### config.mk
export PLATFORM = sky130hd
export DESIGN_NAME = fqc_ctrl
export DESIGN_NICKNAME = d
export VERILOG_FILES = /design/src/fqc_pkg.sv /design/src/fqc_ctrl.sv
export SDC_FILE = /design/constraint.sdc
export NUM_CORES = 1
export LEC_CHECK = 0
export BUFFER_PORTS_ARGS = -buffer_cell sky130_fd_sc_hd__clkbuf_2
export CORE_MARGIN = 10
export CORE_UTILIZATION = 60
export CTS_CLUSTER_DIAMETER = 60
export CTS_CLUSTER_SIZE = 8
export DETAILED_ROUTE_END_ITERATION = 8
export GPL_TIMING_DRIVEN = 0
export PLACE_DENSITY = 0.85
export SYNTH_ARGS = -nofsm -noshare
export SYNTH_HDL_FRONTEND = slang
export SYNTH_SLANG_ARGS = --single-unit
### constraint.sdc
create_clock -name mclk -period 4.6 [get_ports mclk]
set_clock_uncertainty 0.1 [all_clocks]
set_input_delay 0.92 -clock mclk [delete_from_list [all_inputs] [get_ports mclk]]
set_output_delay 0.92 -clock mclk [all_outputs]
set_load 0.05 [all_outputs]
### src/fqc_pkg.sv
// Package: constants, types and command codes for the flash query controller
// Behaviour
// - Address taken at the later falling strobe, data at the earlier rise.
// - Host sends reset after a timing-limit flag or to leave autoselect.
// - Autoselect is two unlock cycles then bank address with command.
// - Autoselect only to a reading bank, never while the other bank is busy.
package fqc_pkg;

  localparam int           ADDR_W      = 21;
  localparam int           DATA_W      = 16;
  // Software port offsets
  localparam logic [3:0]   REG_CMD     = 4'h0;
  localparam logic [3:0]   REG_ADDR    = 4'h1;
  localparam logic [3:0]   REG_WDATA   = 4'h2;
  localparam logic [3:0]   REG_STATUS  = 4'h3;
  localparam logic [3:0]   REG_RDATA   = 4'h4;
  localparam logic [3:0]   REG_CFG     = 4'h5;
  // Command opcodes written to REG_CMD
  localparam logic [2:0]   OP_WRITE    = 3'h1;
  localparam logic [2:0]   OP_READ     = 3'h2;
  localparam logic [2:0]   OP_RESET    = 3'h3;
  localparam logic [2:0]   OP_AUTOSEL  = 3'h4;
  localparam logic [2:0]   OP_QUERY    = 3'h5;
  // Flash command data and unlock addresses (word mode)
  localparam logic [15:0]  CMD_RESET   = 16'h00F0;
  localparam logic [15:0]  CMD_UNLK1   = 16'h00AA;
  localparam logic [15:0]  CMD_UNLK2   = 16'h0055;
  localparam logic [15:0]  CMD_AUTOSEL = 16'h0090;
  localparam logic [15:0]  CMD_QUERY   = 16'h0098;
  localparam logic [20:0]  ADR_UNLK1   = 21'h00_0555;
  localparam logic [20:0]  ADR_UNLK2   = 21'h00_02AA;
  localparam logic [20:0]  ADR_QUERY   = 21'h00_0055;
  // Autoselect offsets in word mode; byte mode doubles them
  localparam logic [7:0]   AS_MAKER    = 8'h00;
  localparam logic [7:0]   AS_DEVICE   = 8'h01;
  localparam logic [7:0]   AS_PROTECT  = 8'h02;
  // Extended query table, word addresses
  localparam logic [7:0]   QRY_BASE    = 8'h40;
  localparam int           QRY_LEN     = 16;
  localparam logic [15:0]  QRY_UNIFORM = 16'h0000;
  // Bus timing in ns and derived cycle counts at 4 ns
  localparam int           CLK_NS      = 4;
  localparam int           T_SETUP_NS  = 0;
  localparam int           T_WP_NS     = 35;
  localparam int           T_WPH_NS    = 30;
  localparam int           T_ACCESS_NS = 85;
  localparam int           SETUP_CYC   = (T_SETUP_NS + CLK_NS - 1) / CLK_NS
                                         + 1;
  localparam int           WP_CYC      = (T_WP_NS + CLK_NS - 1) / CLK_NS;
  localparam int           WPH_CYC     = (T_WPH_NS + CLK_NS - 1) / CLK_NS;
  localparam int           ACCESS_CYC  = (T_ACCESS_NS + CLK_NS - 1) / CLK_NS
                                         + 1;

  typedef struct packed {
    logic              ce_n;
    logic              we_n;
    logic              oe_n;
    logic              dq_oe;
    logic [ADDR_W-1:0] addr;
    logic [DATA_W-1:0] dq_out;
  } fqc_pins_s;

  typedef enum logic [2:0] {
    ST_IDLE  = 3'b000,
    ST_SETUP = 3'b001,
    ST_WRLOW = 3'b010,
    ST_WRHI  = 3'b011,
    ST_RDLOW = 3'b100,
    ST_RDHI  = 3'b101
  } fqc_state_e;

  typedef struct packed {
    logic [ADDR_W-1:0] addr;
    logic [DATA_W-1:0] data;
  } fqc_cycle_s;

  typedef enum logic [1:0] {
    MD_READ    = 2'b00,
    MD_AUTOSEL = 2'b01,
    MD_QUERY   = 2'b10
  } fqc_mode_e;

  // Expected extended query word at table index 0..15
  function automatic logic [15:0] qry_expect(input logic [3:0] idx,
                                             input logic       top_boot,
                                             input logic [7:0] uni_cnt);
    logic [15:0] v;
    v = 16'h0000;
    case (idx)
      4'h0:    v = 16'h0050;
      4'h1:    v = 16'h0052;
      4'h2:    v = 16'h0049;
      4'h3:    v = 16'h0031;
      4'h4:    v = 16'h0031;
      4'h6:    v = 16'h0002;
      4'h7:    v = 16'h0001;
      4'h8:    v = 16'h0001;
      4'h9:    v = 16'h0004;
      4'hA:    v = {8'h00, uni_cnt};
      4'hD:    v = 16'h0085;
      4'hE:    v = 16'h0095;
      4'hF:    v = top_boot ? 16'h0003 : 16'h0002;
      default: v = 16'h0000;
    endcase
    return v;
  endfunction : qry_expect

endpackage : fqc_pkg

### src/fqc_ctrl.sv
// Host-side controller driving the flash command and read cycles
`timescale 1ns/1ns
`default_nettype none
module fqc_ctrl
  import fqc_pkg::*;
(
  // Clock and reset
  input  wire logic              mclk,
  input  wire logic              sys_rst,
  // Software port
  input  wire logic [3:0]        sw_addr,
  input  wire logic [31:0]       sw_wdata,
  input  wire logic              sw_wr,
  input  wire logic              sw_rd,
  output var  logic [31:0]       sw_rdata,
  // Flash pins
  output var  logic              flash_ce_n,
  output var  logic              flash_we_n,
  output var  logic              flash_oe_n,
  output var  logic              flash_byte_n,
  output var  logic [ADDR_W-1:0] flash_addr,
  output var  logic [DATA_W-1:0] flash_dq_o,
  output var  logic              flash_dq_oe,
  input  wire logic [DATA_W-1:0] flash_dq_i,
  input  wire logic              timing_limit_flag
);

  // ---------------------------------------------------------------
  // Macro sequences: list of cycles per software opcode
  // ---------------------------------------------------------------
  // Longest sequence is three writes (autoselect); a read is appended
  // by software as a separate OP_READ.
  localparam int SEQ_MAX = 3;

  fqc_state_e        state, next_state;
  fqc_pins_s         pins, next_pins;
  logic [7:0]        cnt, next_cnt;
  fqc_cycle_s        seq [SEQ_MAX];
  fqc_cycle_s        next_seq [SEQ_MAX];
  logic [1:0]        seq_len, next_seq_len;
  logic [1:0]        seq_idx, next_seq_idx;
  logic              is_read, next_is_read;
  logic [ADDR_W-1:0] reg_addr, next_reg_addr;
  logic [DATA_W-1:0] reg_wdata, next_reg_wdata;
  logic [DATA_W-1:0] rdata, next_rdata;
  logic              byte_mode, next_byte_mode;
  logic              byte_n, next_byte_n;
  logic              top_boot, next_top_boot;
  logic [7:0]        uni_cnt, next_uni_cnt;
  fqc_mode_e         mode, next_mode;
  logic              done, next_done;
  logic              qry_err, next_qry_err;
  logic              limit_seen, next_limit_seen;
  logic [31:0]       sw_q, next_sw_q;

  // Word-mode address scaled into the bus address
  function automatic logic [ADDR_W-1:0] bus_adr(input logic [ADDR_W-1:0] a,
                                                input logic bm);
    return bm ? {a[ADDR_W-2:0], 1'b0} : a;
  endfunction : bus_adr

  function automatic fqc_cycle_s cyc(input logic [ADDR_W-1:0] a,
                                     input logic [15:0] d,
                                     input logic bm);
    fqc_cycle_s c;
    c.addr = bus_adr(a, bm);
    c.data = d;
    return c;
  endfunction : cyc

  // Sequencer busy; command and configuration writes are dropped unless idle
  wire busy = (state != ST_IDLE);

  // ---------------------------------------------------------------
  // Next-state logic
  // ---------------------------------------------------------------
  always_comb begin
    next_state      = state;
    next_pins       = pins;
    next_cnt        = cnt;
    next_seq        = seq;
    next_seq_len    = seq_len;
    next_seq_idx    = seq_idx;
    next_is_read    = is_read;
    next_reg_addr   = reg_addr;
    next_reg_wdata  = reg_wdata;
    next_rdata      = rdata;
    next_byte_mode  = byte_mode;
    next_top_boot   = top_boot;
    next_uni_cnt    = uni_cnt;
    next_mode       = mode;
    next_done       = done;
    next_qry_err    = qry_err;
    next_limit_seen = limit_seen | timing_limit_flag;
    next_sw_q       = 32'h0000_0000;

    if (sw_rd) begin
      case (sw_addr)
        REG_ADDR:   next_sw_q = {11'h000, reg_addr};
        REG_WDATA:  next_sw_q = {16'h0000, reg_wdata};
        REG_STATUS: next_sw_q = {26'h000_0000, limit_seen, qry_err,
                                 mode, done, busy};
        REG_RDATA:  next_sw_q = {16'h0000, rdata};
        REG_CFG:    next_sw_q = {22'h00_0000, uni_cnt, top_boot,
                                 byte_mode};
        default:    next_sw_q = 32'h0000_0000;
      endcase
    end

    if (sw_wr) begin
      case (sw_addr)
        REG_ADDR:  next_reg_addr  = sw_wdata[ADDR_W-1:0];
        REG_WDATA: next_reg_wdata = sw_wdata[DATA_W-1:0];
        REG_STATUS: begin
          // Clear-on-write; a flag rising this cycle still wins
          if (sw_wdata[4]) next_qry_err = 1'b0;
          if (sw_wdata[5]) next_limit_seen = timing_limit_flag;
          if (sw_wdata[1]) next_done = 1'b0;
        end
        REG_CFG: if (!busy) begin
          next_byte_mode = sw_wdata[0];
          next_top_boot  = sw_wdata[1];
          next_uni_cnt   = sw_wdata[9:2];
        end
        REG_CMD: if (!busy) begin
          next_seq_idx = 2'd0;
          next_is_read = 1'b0;
          next_seq_len = 2'd1;
          next_done    = 1'b0;
          next_seq[0]  = cyc(reg_addr, reg_wdata, byte_mode);
          case (sw_wdata[2:0])
            OP_WRITE: next_state = ST_SETUP;
            OP_READ: begin
              next_is_read = 1'b1;
              next_state   = ST_SETUP;
            end
            OP_RESET: begin
              // Address is a don't-care for reset
              next_seq[0] = cyc(reg_addr, CMD_RESET, byte_mode);
              next_mode   = MD_READ;
              next_state  = ST_SETUP;
            end
            OP_AUTOSEL: if (mode == MD_READ) begin
              next_seq[0]  = cyc(ADR_UNLK1, CMD_UNLK1, byte_mode);
              next_seq[1]  = cyc(ADR_UNLK2, CMD_UNLK2, byte_mode);
              // Bank bits ride on the third cycle's address
              next_seq[2]  = cyc({reg_addr[ADDR_W-1:12], ADR_UNLK1[11:0]},
                                 CMD_AUTOSEL, byte_mode);
              next_seq_len = 2'd3;
              next_mode    = MD_AUTOSEL;
              next_state   = ST_SETUP;
            end
            OP_QUERY: begin
              next_seq[0] = cyc(ADR_QUERY, CMD_QUERY, byte_mode);
              next_mode   = MD_QUERY;
              next_state  = ST_SETUP;
            end
            default: next_state = ST_IDLE;
          endcase
        end
        default: next_state = next_state;
      endcase
    end

    case (state)
      ST_IDLE: begin
        next_pins.ce_n  = 1'b1;
        next_pins.we_n  = 1'b1;
        next_pins.oe_n  = 1'b1;
        next_pins.dq_oe = 1'b0;
      end
      ST_SETUP: begin
        // Address settles while both strobes are high
        next_pins.addr   = seq[seq_idx].addr;
        next_pins.dq_out = seq[seq_idx].data;
        next_pins.ce_n   = 1'b0;
        next_cnt         = 8'(SETUP_CYC - 1);
        next_state       = is_read ? ST_RDLOW : ST_WRLOW;
      end
      ST_WRLOW: begin
        // CE falls first, WE after it: address latched on WE fall
        next_pins.we_n  = 1'b0;
        next_pins.dq_oe = 1'b1;
        if (!pins.we_n) begin
          if (cnt == 8'd0) begin
            next_pins.we_n = 1'b1;
            next_cnt       = 8'(WPH_CYC - 1);
            next_state     = ST_WRHI;
          end else begin
            next_cnt = cnt - 8'd1;
          end
        end else begin
          next_cnt = 8'(WP_CYC - 1);
        end
      end
      ST_WRHI: begin
        // Data held through the WE rise, then released
        next_pins.ce_n = 1'b1;
        if (cnt == 8'd0) begin
          next_pins.dq_oe = 1'b0;
          if (seq_idx + 2'd1 == seq_len) begin
            next_state = ST_IDLE;
            next_done  = 1'b1;
          end else begin
            next_seq_idx = seq_idx + 2'd1;
            next_state   = ST_SETUP;
          end
        end else begin
          next_cnt = cnt - 8'd1;
        end
      end
      ST_RDLOW: begin
        // Sampled only once the full access time has run out
        next_pins.oe_n = 1'b0;
        if (!pins.oe_n && cnt == 8'd0) begin
          next_rdata = flash_dq_i;
          next_state = ST_RDHI;
          // Check extended table words while in query mode
          if (mode == MD_QUERY && reg_addr[7:4] == QRY_BASE[7:4] &&
              flash_dq_i != qry_expect(reg_addr[3:0], top_boot, uni_cnt))
            next_qry_err = 1'b1;
        end else if (pins.oe_n) begin
          next_cnt = 8'(ACCESS_CYC - 1);
        end else begin
          next_cnt = cnt - 8'd1;
        end
      end
      ST_RDHI: begin
        next_pins.oe_n = 1'b1;
        next_pins.ce_n = 1'b1;
        next_done      = 1'b1;
        next_state     = ST_IDLE;
      end
      default: next_state = ST_IDLE;
    endcase
    // Byte pin tracks the mode register so it stays a flop output
    next_byte_n = ~next_byte_mode;
  end

  // ---------------------------------------------------------------
  // Registers
  // ---------------------------------------------------------------
  always_ff @(posedge mclk) begin
    if (sys_rst) begin
      state      <= ST_IDLE;
      pins       <= '{ce_n: 1'b1, we_n: 1'b1, oe_n: 1'b1, dq_oe: 1'b0,
                      addr: '0, dq_out: '0};
      cnt        <= 8'h00;
      seq        <= '{default: '0};
      seq_len    <= 2'd0;
      seq_idx    <= 2'd0;
      is_read    <= 1'b0;
      reg_addr   <= '0;
      reg_wdata  <= '0;
      rdata      <= '0;
      byte_mode  <= 1'b0;
      byte_n     <= 1'b1;
      top_boot   <= 1'b0;
      uni_cnt    <= QRY_UNIFORM[7:0];
      mode       <= MD_READ;
      done       <= 1'b0;
      qry_err    <= 1'b0;
      limit_seen <= 1'b0;
      sw_q       <= 32'h0000_0000;
    end else begin
      state      <= next_state;
      pins       <= next_pins;
      cnt        <= next_cnt;
      seq        <= next_seq;
      seq_len    <= next_seq_len;
      seq_idx    <= next_seq_idx;
      is_read    <= next_is_read;
      reg_addr   <= next_reg_addr;
      reg_wdata  <= next_reg_wdata;
      rdata      <= next_rdata;
      byte_mode  <= next_byte_mode;
      byte_n     <= next_byte_n;
      top_boot   <= next_top_boot;
      uni_cnt    <= next_uni_cnt;
      mode       <= next_mode;
      done       <= next_done;
      qry_err    <= next_qry_err;
      limit_seen <= next_limit_seen;
      sw_q       <= next_sw_q;
    end
  end

  // ---------------------------------------------------------------
  // Pin outputs, each straight from a register
  // ---------------------------------------------------------------
  always_comb begin
    sw_rdata     = sw_q;
    flash_ce_n   = pins.ce_n;
    flash_we_n   = pins.we_n;
    flash_oe_n   = pins.oe_n;
    flash_byte_n = byte_n;
    flash_addr   = pins.addr;
    flash_dq_o   = pins.dq_out;
    flash_dq_oe  = pins.dq_oe;
  end

endmodule : fqc_ctrl
`default_nettype wire

After elaboration in Yosys (flattened, before gate mapping)
Index checks and enable logic that the tools add are counted.
{ "op_classes": {"n_addsub": 2, "magnitude_cmp": 1, "eq_ne": 35, "n_mux": 70, "n_bitwise": 5, "reduce_logical": 31} }
{ "op_table": {"columns": ["operator", "count"], "rows": [
  ["$mux W111", 1],
  ["$pmux W37 S3", 1],
  ["$pmux W21 S5", 1],
  ["$pmux W8 S11", 1],
  ["$bmux W37 S2", 1],
  ["$mux W37", 2],
  ["$mux W8", 6],
  ["$mux W21", 2],
  ["$mux W16", 2],
  ["$pmux W8 S4", 1],
  ["$mux W3", 9],
  ["$eq A4 B3 Y1 const B", 6],
  ["$eq A4 B4 Y1 const B", 6],
  ["$mux W1", 23],
  ["$mux W2", 9],
  ["$eq A4 B2 Y1 const B", 4],
  ["$ne A16 B16 Y1", 1],
  ["$pmux W3 S5", 1],
  ["$eq A3 B2 Y1 const B", 4],
  ["$eq A3 B3 Y1 const B", 4],
  ["$mux W12", 1],
  ["$mux W11", 1],
  ["$pmux W1 S2", 5],
  ["$reduce_and A5 Y1", 2],
  ["other kinds (28)", 50]
]} }
{ "totals": {"reg_bits": 239, "input_bits": 57, "output_inout_bits": 74, "word_cells": 173} }

Logic depth before layout (Yosys ltp)
Gate-level depths: netlist of the first run.
{ "logic_depth": {"word_depth": 10, "ltp_mapped": 9} }

Worst setup path before layout of the first run
No wires, ideal clock.
{ "synth_path": {"path_kind": "input port to flip-flop", "start": "in sw_wdata[0]", "end": "reg seq[74] (netlist name)", "setup_time_ns": 0.065, "t_arrival_ns": 2.191, "required_time_ns": 4.435, "path_slack_ns": 2.244, "stages": 7, "cell_sequence": "clkbuf_1 > o21ai_1 > nand2_1 > nor2_1 > clkbuf_1 > a22oi_1 > nor2_1"} }
{ "synth_between": {"elab_chain_cells": 2, "elab_cells_between_ends": 4, "classes_between": "eq/ne (3); mux (1)"} }
{ "synth_lines": {"columns": ["element", "line_no", "source"], "rows": [
  ["from (decl)", "fqc_ctrl.sv:12", "input wire logic [31:0] sw_wdata,"],
  ["$eq A3 B3 Y1 or $eq A3 B2 Y1 (tied branches)", "fqc_ctrl.sv:131", "case (sw_wdata[2:0])"],
  ["$pmux W37 S3 (*)", "fqc_ctrl.sv:131", null],
  ["to (signal assigned)", "fqc_ctrl.sv:269", "seq <= next_seq;"],
  ["to (decl)", "fqc_ctrl.sv:38", "fqc_cycle_s seq [SEQ_MAX];"]
]} }
Mark *: on every way between the ends. The rest lies on a longest branch, timed or not.
A chain may end at the register's enable or synchronous reset.

Worst setup path after layout of the first run
{ "layout_path": {"start": "in sw_addr[3]", "end": "reg sw_q[2] (netlist: sw_rdata[2])"} }
{ "layout_between": {"elab_chain_cells": 2, "elab_cells_between_ends": 6, "classes_between": "eq/ne (5); mux (1)"} }
{ "layout_lines": {"columns": ["element", "line_no", "source"], "rows": [
  ["from (decl)", "fqc_ctrl.sv:11", "input wire logic [3:0] sw_addr,"],
  ["$eq A4 B3 Y1, or another cell as far along", "fqc_ctrl.sv:98", "case (sw_addr)"],
  ["$pmux W21 S5 (*)", "fqc_ctrl.sv:98", null],
  ["to (signal assigned)", "fqc_ctrl.sv:284", "sw_q <= next_sw_q;"],
  ["to (decl)", "fqc_ctrl.sv:54", "logic [31:0] sw_q, next_sw_q;"]
]} }
Marks and branches as above.

==> impl_metrics.toml, run 1 <==
[detailed_routing]
drc = 0
vias = 8526
drt_iter0_drc = 914
postRouteAntennaNets = 0
routed_wl_um = 26300
wl_per_cell_um = 18.7
drt_pass1_iterations = 6
vias_per_cell = 6.08

[place]
dpl.cell_count = 1370
hpwlAfterDp_um = 19500
gp_congestion = 0.958
portBuffers = 105

[power]
seqPwrFrac_pct = 49.4
comb_power_share_pct = 6.1
p_leak_nw = 3.68
power_switching_w = 0.000876
p_per_area_nw_per_um2 = 344
ir_drop_uv = 283
swShare_pct = 25.2
p_clk_share_pct = 44.5
p_int_w = 0.00260

[die]
row_count = 43
die_area_um2 = 19700
start_util_pct = 61.9
core_um2 = 14000
die_h_um = 140
die-width_um = 140
io_pins = 131

[sta]
slew_violations = 0
period_share_pct = 60.3
period_needed_ps = 2780
tightest_slew_ps = 1130
slew-limit-headroom_pct = 24.0
max_freq_mhz = 360
fin_setup_tns_ps = 0
rsz0062_at_grt = "false"
hold_viol = 0
final-setup-viol-count = 0

[grt]
grt_pass1_wl_um = 41800
grtUsageTotal_pct = 25.7
grt_pass1_vias = 8147
grt_max_degree = 20
grt-ovfl-total = 0
antenna_found_initial = 0

[layout]
nets = 1268
fill_cells = 1112
instances_no_fill = 1402
area_delta_synth_final_pct = 16.2
seqCellArea_um2 = 3920
antennaDiodeCount = 0
multi_input_area_um2 = 4330
drive_gt1_share_pct = 14.6

[clock_tree]
htreeDepth = 4
clock_latency_ps = 440
ctsHoldBuffers = 0
post_cts_buffers = 0
post_cts_resized = 0
clockRootBuffer = "clkbuf_16"
clockBufferDepth = 2
cts_buffers = 17
tritoncts = "built"
clock_sinks = 196
cts.clk_slew.worst_paths_ps = 80

[logic_synthesis]
yosys-top-cells-area = "dfxtp_1 45%, a21oi_1 7.1%, nand2_1 7.1%"
syn_inst = 1075
post_synth.cell_area_avg_um2 = 8.08
yosys.area.top_type = "dfxtp_1"
synth_seq_cells = 196
yosysUniqueCellTypes = 65
yosys-top-cells-count = "196 x dfxtp_1, 165 x nand2_1, 128 x nor2_1"
synth_top_cell_area_share_pct = 45.2
yosysWarnings = 0
async_flop_share_pct = 0
synthesis.area_um2 = 8690
synth-seq-area-share_pct = 45.2
synth-edff-count = 0
yosysMostFrequentCell = "dfxtp_1"
synth_ff_type = "dfxtp_1"

[critical_path]
r2r_slack_ps = 2070
critPathLaunchType = "input pin"
worst_r2r_path_depth = 7
critPathCaptureType = "flop"
crit_required_ps = 4860
arrival_ps = 3040
path_max_fanout = 10
r2r_end = "rdata[15]"
setup.worst_path.class = "input pin to flop"
critical_path.reg2reg.startpoint = "state[2]"

[worst_hold_path]
whs_path_depth = 2
hold_path_class = "flop to flop"
min_from = "flash_dq_o[10]"
whs_endpoint = "flash_dq_o[10]"

[outcome]
status = "complete, no violations"

[run]
drv_cap = 0
==> per-layer routing <==
metal / up-vias / global-route usage, % / wire length (um)
li1: 4010 / - / -
met1: 3989 / 33.0 / 11000
met4: 0 / 9.18 / 813
met3: 67 / 6.42 / 2500
met2: 460 / 40.9 / 12000
met5: - / 0 / 0
==> cell type report <==
class | instances | share of cell area (%)
Buffer | 95 | 4.19
Timing Repair Buffer | 105 | 5.21
Inverter | 12 | 0.446
Sequential cell | 196 | 38.9
Tap cell | 180 | 2.23
Multi-Input combinational cell | 782 | 42.9
Clock buffer | 18 | 4.25
Clock inverter | 14 | 1.90
==> power by group through the flow <==
stage	Combinational, W	Clock, W	Sequential (W)
2_1_floorplan	0.000131	0	0.00176
3_3_place_gp	0.000205	0	0.00176
3_5_place_dp	0.000207	0	0.00176
4_1_cts	0.000208	0.00155	0.00172
5_1_grt	0.000230	0.00162	0.00172
6_report	0.000213	0.00155	0.00172
==> state kept, by name, summed over array words and instances, names as in the netlist, 2 cells and up <==
name and flops:
cnt 8, flash_addr 21, flash_dq_o 16, mode 2, rdata 16, reg_addr 21, reg_wdata 16, seq 49
seq_idx 2, seq_len 2, state 3, sw_rdata 21, uni_cnt 8
==> worst max path at each step <==
stage | start | to | slack (ps) | cells past startpoint
2_1_floorplan | sw_wdata[0] | seq[74] | 2240 | 7
3_3_place_gp | sw_addr[3] | sw_rdata[1] | 1530 | 6
3_5_place_dp | sw_addr[3] | sw_rdata[2] | 1530 | 6
4_1_cts | sw_addr[3] | sw_rdata[2] | 1970 | 6
5_1_grt | sw_addr[3] | sw_rdata[2] | 1770 | 6
6_report | sw_addr[3] | sw_rdata[2] | 1820 | 6
==> critical path, stage by stage <==
cell and delay (ps):
clkbuf_2 130, nand2b_1 170, nor3_1 860, clkbuf_1 560
nand2_1 200, a31oi_1 190
==> cell usage in the layout, fill, tap and decap left out, types with 36 or more instances in the layout <==
cell / Yosys / final
a21oi_1: 124 / 124
mux2i_1: 38 / 38
nor3_1: 38 / 38
nand3_1: 42 / 42
clkbuf_2: 0 / 105
a22oi_1: 36 / 36
nor2_1: 128 / 128
dfxtp_1: 196 / 196
nand2_1: 165 / 165
clkbuf_1: 73 / 74
==> kinds of logic after synthesis <==
kind of cell | after synthesis | synth area share [%]
fa+ha+maj | 2 | 0.288
other cells | 1 | 0.0432
compound gates | 265 | 18.9
mux | 47 | 5.55
xor+xnor | 13 | 1.31
simple gates | 444 | 23.4
flops | 196 | 45.2
buf+inv | 107 | 5.39
==> metrics by stage <==
step                      cell area (um2)  hold slack (ps)  utilization, %  total power, W  worst slack (ps)
after detailed placement             9470              343            67.5         0.00196              1530
after global placement               9470              337            67.5         0.00196              1530
after global routing                10100              373            71.9         0.00356              1770
after CTS                           10100              353            71.9         0.00347              1970
final                               10100              352            71.9         0.00348              1820
after floorplan                      8720              331               -         0.00189              2240
Power figures use the tool's default switching activity.
==> inputs of run 2 (changes only) <==
- CORE_UTILIZATION: 60 -> 57
- PLACE_DENSITY: 0.85 -> 0.82
- clock period: 4.6 -> 2.61 ns (I/O delays scaled with it)
==> run 2 against run 1 <==
Compared with the run above:
- sequential share of layout area up 0.24 points
- die area grew 4.5%
- design area fell by 0.61%
- register-to-register slack worse by 1900 ps
- global-route usage down 0.33 points
- final cell count grew 0.57%
- clock-buffer cell count shrank 1
- combinational power up 77%
- critical endpoint is now qry_err
==> impl_metrics.toml, run 2 (same netlist as run 1, synthesis figures left out) <==
[layout]
antennaDiodeCount = 0
most-common-layout-cells = "196 x dfxtp_1, 165 x nand2_1, 128 x nor2_1, 124 x a21oi_1, 105 x clkbuf_2"
area_delta_synth_final_pct = 15.5
drive_gt1_share_pct = 14.6
nets = 1268
layout_commonest_cell = "dfxtp_1"
instances_no_fill = 1410
top_register = "seq"
largest_register_ffs = 49

[clock_tree]
clockBufferDepth = 2
htreeDepth = 4
cts_buffers = 17
ctsHoldBuffers = 0
tritoncts = "built"
clock_latency_ps = 450
post_cts_buffers = 0
clock_sinks = 196
cts.clk_slew.worst_paths_ps = 70
clockRootBuffer = "clkbuf_16"
post_cts_resized = 0

[sta]
tightest_slew_ps = 1170
fin_setup_tns_ps = 0
slew-limit-headroom_pct = 21.6
slew_violations = 0
period_share_pct = 94.2
max_freq_mhz = 407
setup_slack_ps = 153
final-setup-viol-count = 0
rsz0062_at_grt = "false"
period_needed_ps = 2460
hold_viol = 0

[detailed_routing]
drt_pass1_iterations = 6
vias = 8420
postRouteAntennaNets = 0
wl_met3_um = 2250
vias_per_cell = 5.97
drt_iter0_drc = 1071
route.top_layer_used = "met4"
routed_wl_um = 26600
wl_met1_um = 11100
wl_per_cell_um = 18.9
drc = 0
wl_met2_um = 12500

[die]
io_pins = 131
core_um2 = 15100
start_util_pct = 57.6
row_count = 45
die_area_um2 = 20600
die_h_um = 143
die-width_um = 143

[place]
portBuffers = 105
dpl_worst_slack_ps = -83.1
hpwlAfterDp_um = 19500
dpl.cell_count = 1378
gp_congestion = 0.958

[grt]
grt_max_degree = 19
grtUsageTotal_pct = 25.4
grt_pass1_vias = 7945
grt-ovfl-total = 0
antenna_found_initial = 0
grt_pass1_wl_um = 41600

[worst_hold_path]
hold_path_class = "input pin to flop"
whs_endpoint = "reg_addr[18]"
min_from = "sw_wdata[18]"
whs_path_depth = 3

[critical_path]
r2r_slack_ps = 150
critPathBufInv = 1
r2r_end = "qry_err"
path_max_fanout = 8
setup.worst_path.class = "flop to flop"
worst_r2r_path_depth = 7
cp_cell_sequence = "nor4_4 -> and3_1 -> clkbuf_1 -> nand2_1 -> nor4_1 -> o21bai_1 -> a31oi_1"
crit_required_ps = 2880
arrival_ps = 2730
critPathCaptureType = "flop"
crit_family = "simple AND/OR/NAND/NOR gates"
slowest_stage = "nor4_4"
critical_path.reg2reg.startpoint = "cnt[2]"
critPathLaunchType = "flop"
critPathMaxStageDelay_ps = 470

[power]
ir_drop_uv = 517
p_leak_nw = 3.64
p_per_area_nw_per_um2 = 587

[outcome]
status = "complete, no violations"

[run]
drv_cap = 0
run 2: worst min-delay path, cell delays in order:
cell and delay [ps]:
clkbuf_2 80, nand2_1 40, a21oi_1 50
run 2: area by class of cell:
class	count	area, um2
Timing Repair Buffer	105	526
Sequential cell	196	3920
Fill cell	1310	5060
Inverter	12	45.0
Buffer	95	423
Clock buffer	17	425
Multi-Input combinational cell	782	4330
Tap cell	188	235
Clock inverter	15	124
run 2: worst max-delay path by stage:
stage / start / end / slack (ps) / cells after the start
floorplan: state[2] / seq[32] / 540 / 8
global route: cnt[2] / rdata[6] / 40 / 7
CTS: state[2] / seq[93] / 200 / 8
global placement: sw_addr[3] / sw_rdata[1] / -70 / 6
detailed placement: sw_addr[3] / sw_rdata[1] / -80 / 6
finish: cnt[2] / qry_err / 150 / 7
run 2: through the flow:
stage,cell area (um2),power [W],util [%],hold WS [ps]
final,10000,0.00589,66.5,186
after global routing,10000,0.00602,66.5,197
after CTS,10000,0.00587,66.5,189
after detailed placement,9480,0.00346,62.9,348
after global placement,9480,0.00346,62.9,341
after floorplan,8720,0.00333,-,331
run 2: power by group:
group / internal, W / total (W) / leakage (nW) / switching [W]
registers: 0.00301 / 0.00303 / 1.58 / 0.0000182
clock network: 0.00124 / 0.00249 / 0.260 / 0.00125
logic: 0.000108 / 0.000378 / 1.80 / 0.000270
total: 0.00436 / 0.00589 / 3.64 / 0.00153
run 2: routing by layer:
layer | up-vias | track usage [%]
li1 | 4016 | -
met2 | 459 | 42.1
met1 | 3885 | 31.8
met3 | 60 | 5.51
met4 | 0 | 8.70
met5 | - | 0
==> inputs of run 3 (changes only) <==
- CORE_UTILIZATION: 57 -> 60
- PLACE_DENSITY: 0.82 -> 0.85
- clock period: 2.61 -> 2.9 ns (I/O delays scaled with it)
==> run 3 against run 2 <==
Compared with the run above:
- combinational power shrank 10%
- sequential power shrank 10%
- die area shrank 4.3%
- flip-flop and latch count is the same
- register-to-register slack gained 230 ps
- critical endpoint is now rdata[15]
- maximum frequency shrank 2.6%
==> impl_metrics.toml, run 3 (same netlist as run 1, synthesis figures left out) <==
[layout]
largest_register_ffs = 49
layout_commonest_cell = "dfxtp_1"
area_delta_synth_final_pct = 16.2
stdcell_area_um2 = 10100
antennaDiodeCount = 0
nets = 1268
most-common-layout-cells = "196 x dfxtp_1, 165 x nand2_1, 128 x nor2_1, 124 x a21oi_1, 105 x clkbuf_2"
final_util_pct = 71.9
top_register = "seq"
drive_gt1_share_pct = 14.6
fill_cells = 1112

[worst_hold_path]
whs_endpoint = "reg_addr[17]"
hold_path_class = "input pin to flop"
min_from = "sw_wdata[17]"
whs_path_depth = 3

[clock_tree]
clockBufferDepth = 2
clock_sinks = 196
clockRootBuffer = "clkbuf_16"
post_cts_buffers = 0
ctsHoldBuffers = 0
cts.clk_slew.worst_paths_ps = 80
tritoncts = "built"
htreeDepth = 4
post_cts_resized = 0
clock_latency_ps = 440
cts_buffers = 17

[sta]
setup_slack_ps = 378
fin_setup_tns_ps = 0
max_freq_mhz = 397
rsz0062_at_grt = "false"
final-setup-viol-count = 0
period_share_pct = 87.0
slew_violations = 0
slew-limit-headroom_pct = 26.5
hold_viol = 0
tightest_slew_ps = 1090
period_needed_ps = 2520

[grt]
use_met2_pct = 40.9
use_met3_pct = 6.42
met1_usage_pct = 33.0
grt_pass1_vias = 8147
grt_pass1_wl_um = 41800
grt_max_degree = 20
antenna_found_initial = 0
grtUsageTotal_pct = 25.7
grt-ovfl-total = 0
top_usage_layer = "met2"

[die]
io_pins = 131
die-width_um = 140
row_count = 43
core_um2 = 14000
die_area_um2 = 19700
start_util_pct = 61.9
die_h_um = 140

[detailed_routing]
drt_iter0_drc = 859
drt_pass1_iterations = 8
routed_wl_um = 26400
wl_per_cell_um = 18.9
postRouteAntennaNets = 0
vias_per_cell = 6.12
drc = 0
vias = 8581

[power]
power.total_w = 0.00552
p_leak_nw = 3.68
ir_drop_uv = 450
p_per_area_nw_per_um2 = 547

[critical_path]
cp_common_cell = "clkbuf_1"
cp_cell_sequence = "buf_6 -> nor3b_1 -> nor2b_1 -> clkbuf_1 -> clkbuf_1 -> nand3_1 -> a21oi_1"
worst_r2r_path_depth = 7
setup.worst_path.class = "flop to flop"
path_max_fanout = 10
critPathMaxStageDelay_ps = 490
crit_required_ps = 3170
r2r_end = "rdata[15]"
critical_path.reg2reg.startpoint = "state[2]"
critPathLaunchType = "flop"
critPathCaptureType = "flop"
slowest_stage = "nor3b_1"
r2r_slack_ps = 380
arrival_ps = 2790

[place]
hpwlAfterDp_um = 19500
portBuffers = 105
gp_congestion = 0.958
dpl_worst_slack_ps = 174
dpl_cell_area_um2 = 9470

[outcome]
status = "complete, no violations"

[run]
drv_cap = 0
run 3: report_power, final:
part | total, W | internal, W | switching [W]
Sequential | 0.00272 | 0.00271 | 0.0000171
Clock | 0.00246 | 0.00132 | 0.00114
Combinational | 0.000339 | 0.0000971 | 0.000242
run 3: routing by layer:
metal	vias to the layer above	part of all wire, %
met5	-	0
met3	76	9.7
met2	485	46
met4	0	3.1
li1	4005	-
met1	4015	42
run 3: cell type report:
| cell class | count | area (um2) | share of cell area, % |
|---|---|---|---|
| Multi-Input combinational cell | 782 | 4330 | 42.9 |
| Sequential cell | 196 | 3920 | 38.9 |
| Timing Repair Buffer | 105 | 526 | 5.21 |
| Clock buffer | 18 | 429 | 4.25 |
| Buffer | 95 | 423 | 4.19 |
| Tap cell | 180 | 225 | 2.23 |
| Clock inverter | 14 | 191 | 1.90 |
| Inverter | 12 | 45.0 | 0.446 |
run 3: worst max path at each step:
stage                from           to  slack [ps]
2_1_floorplan    state[2]      seq[32]         830
3_3_place_gp   sw_addr[3]  sw_rdata[1]         170
3_5_place_dp   sw_addr[3]  sw_rdata[2]         170
4_1_cts          state[2]    rdata[15]         420
5_1_grt          state[2]    rdata[15]         240
6_report         state[2]    rdata[15]         380
run 3: critical path: cells and delay by family (launching register included):
| family | cells | cell delay (ps) |
|---|---|---|
| buffers and inverters | 3 | 960 |
| AO/OA/AOI/OAI | 1 | 150 |
| AND/OR/NAND/NOR | 3 | 910 |
| flip-flops | 1 | 330 |
run 3: per-stage QoR:
step	std cells	hold WS (ps)
floorplan	1085	331
global placement	1370	337
detailed placement	1370	343
CTS	1402	259
global route	1402	255
finish	1402	256
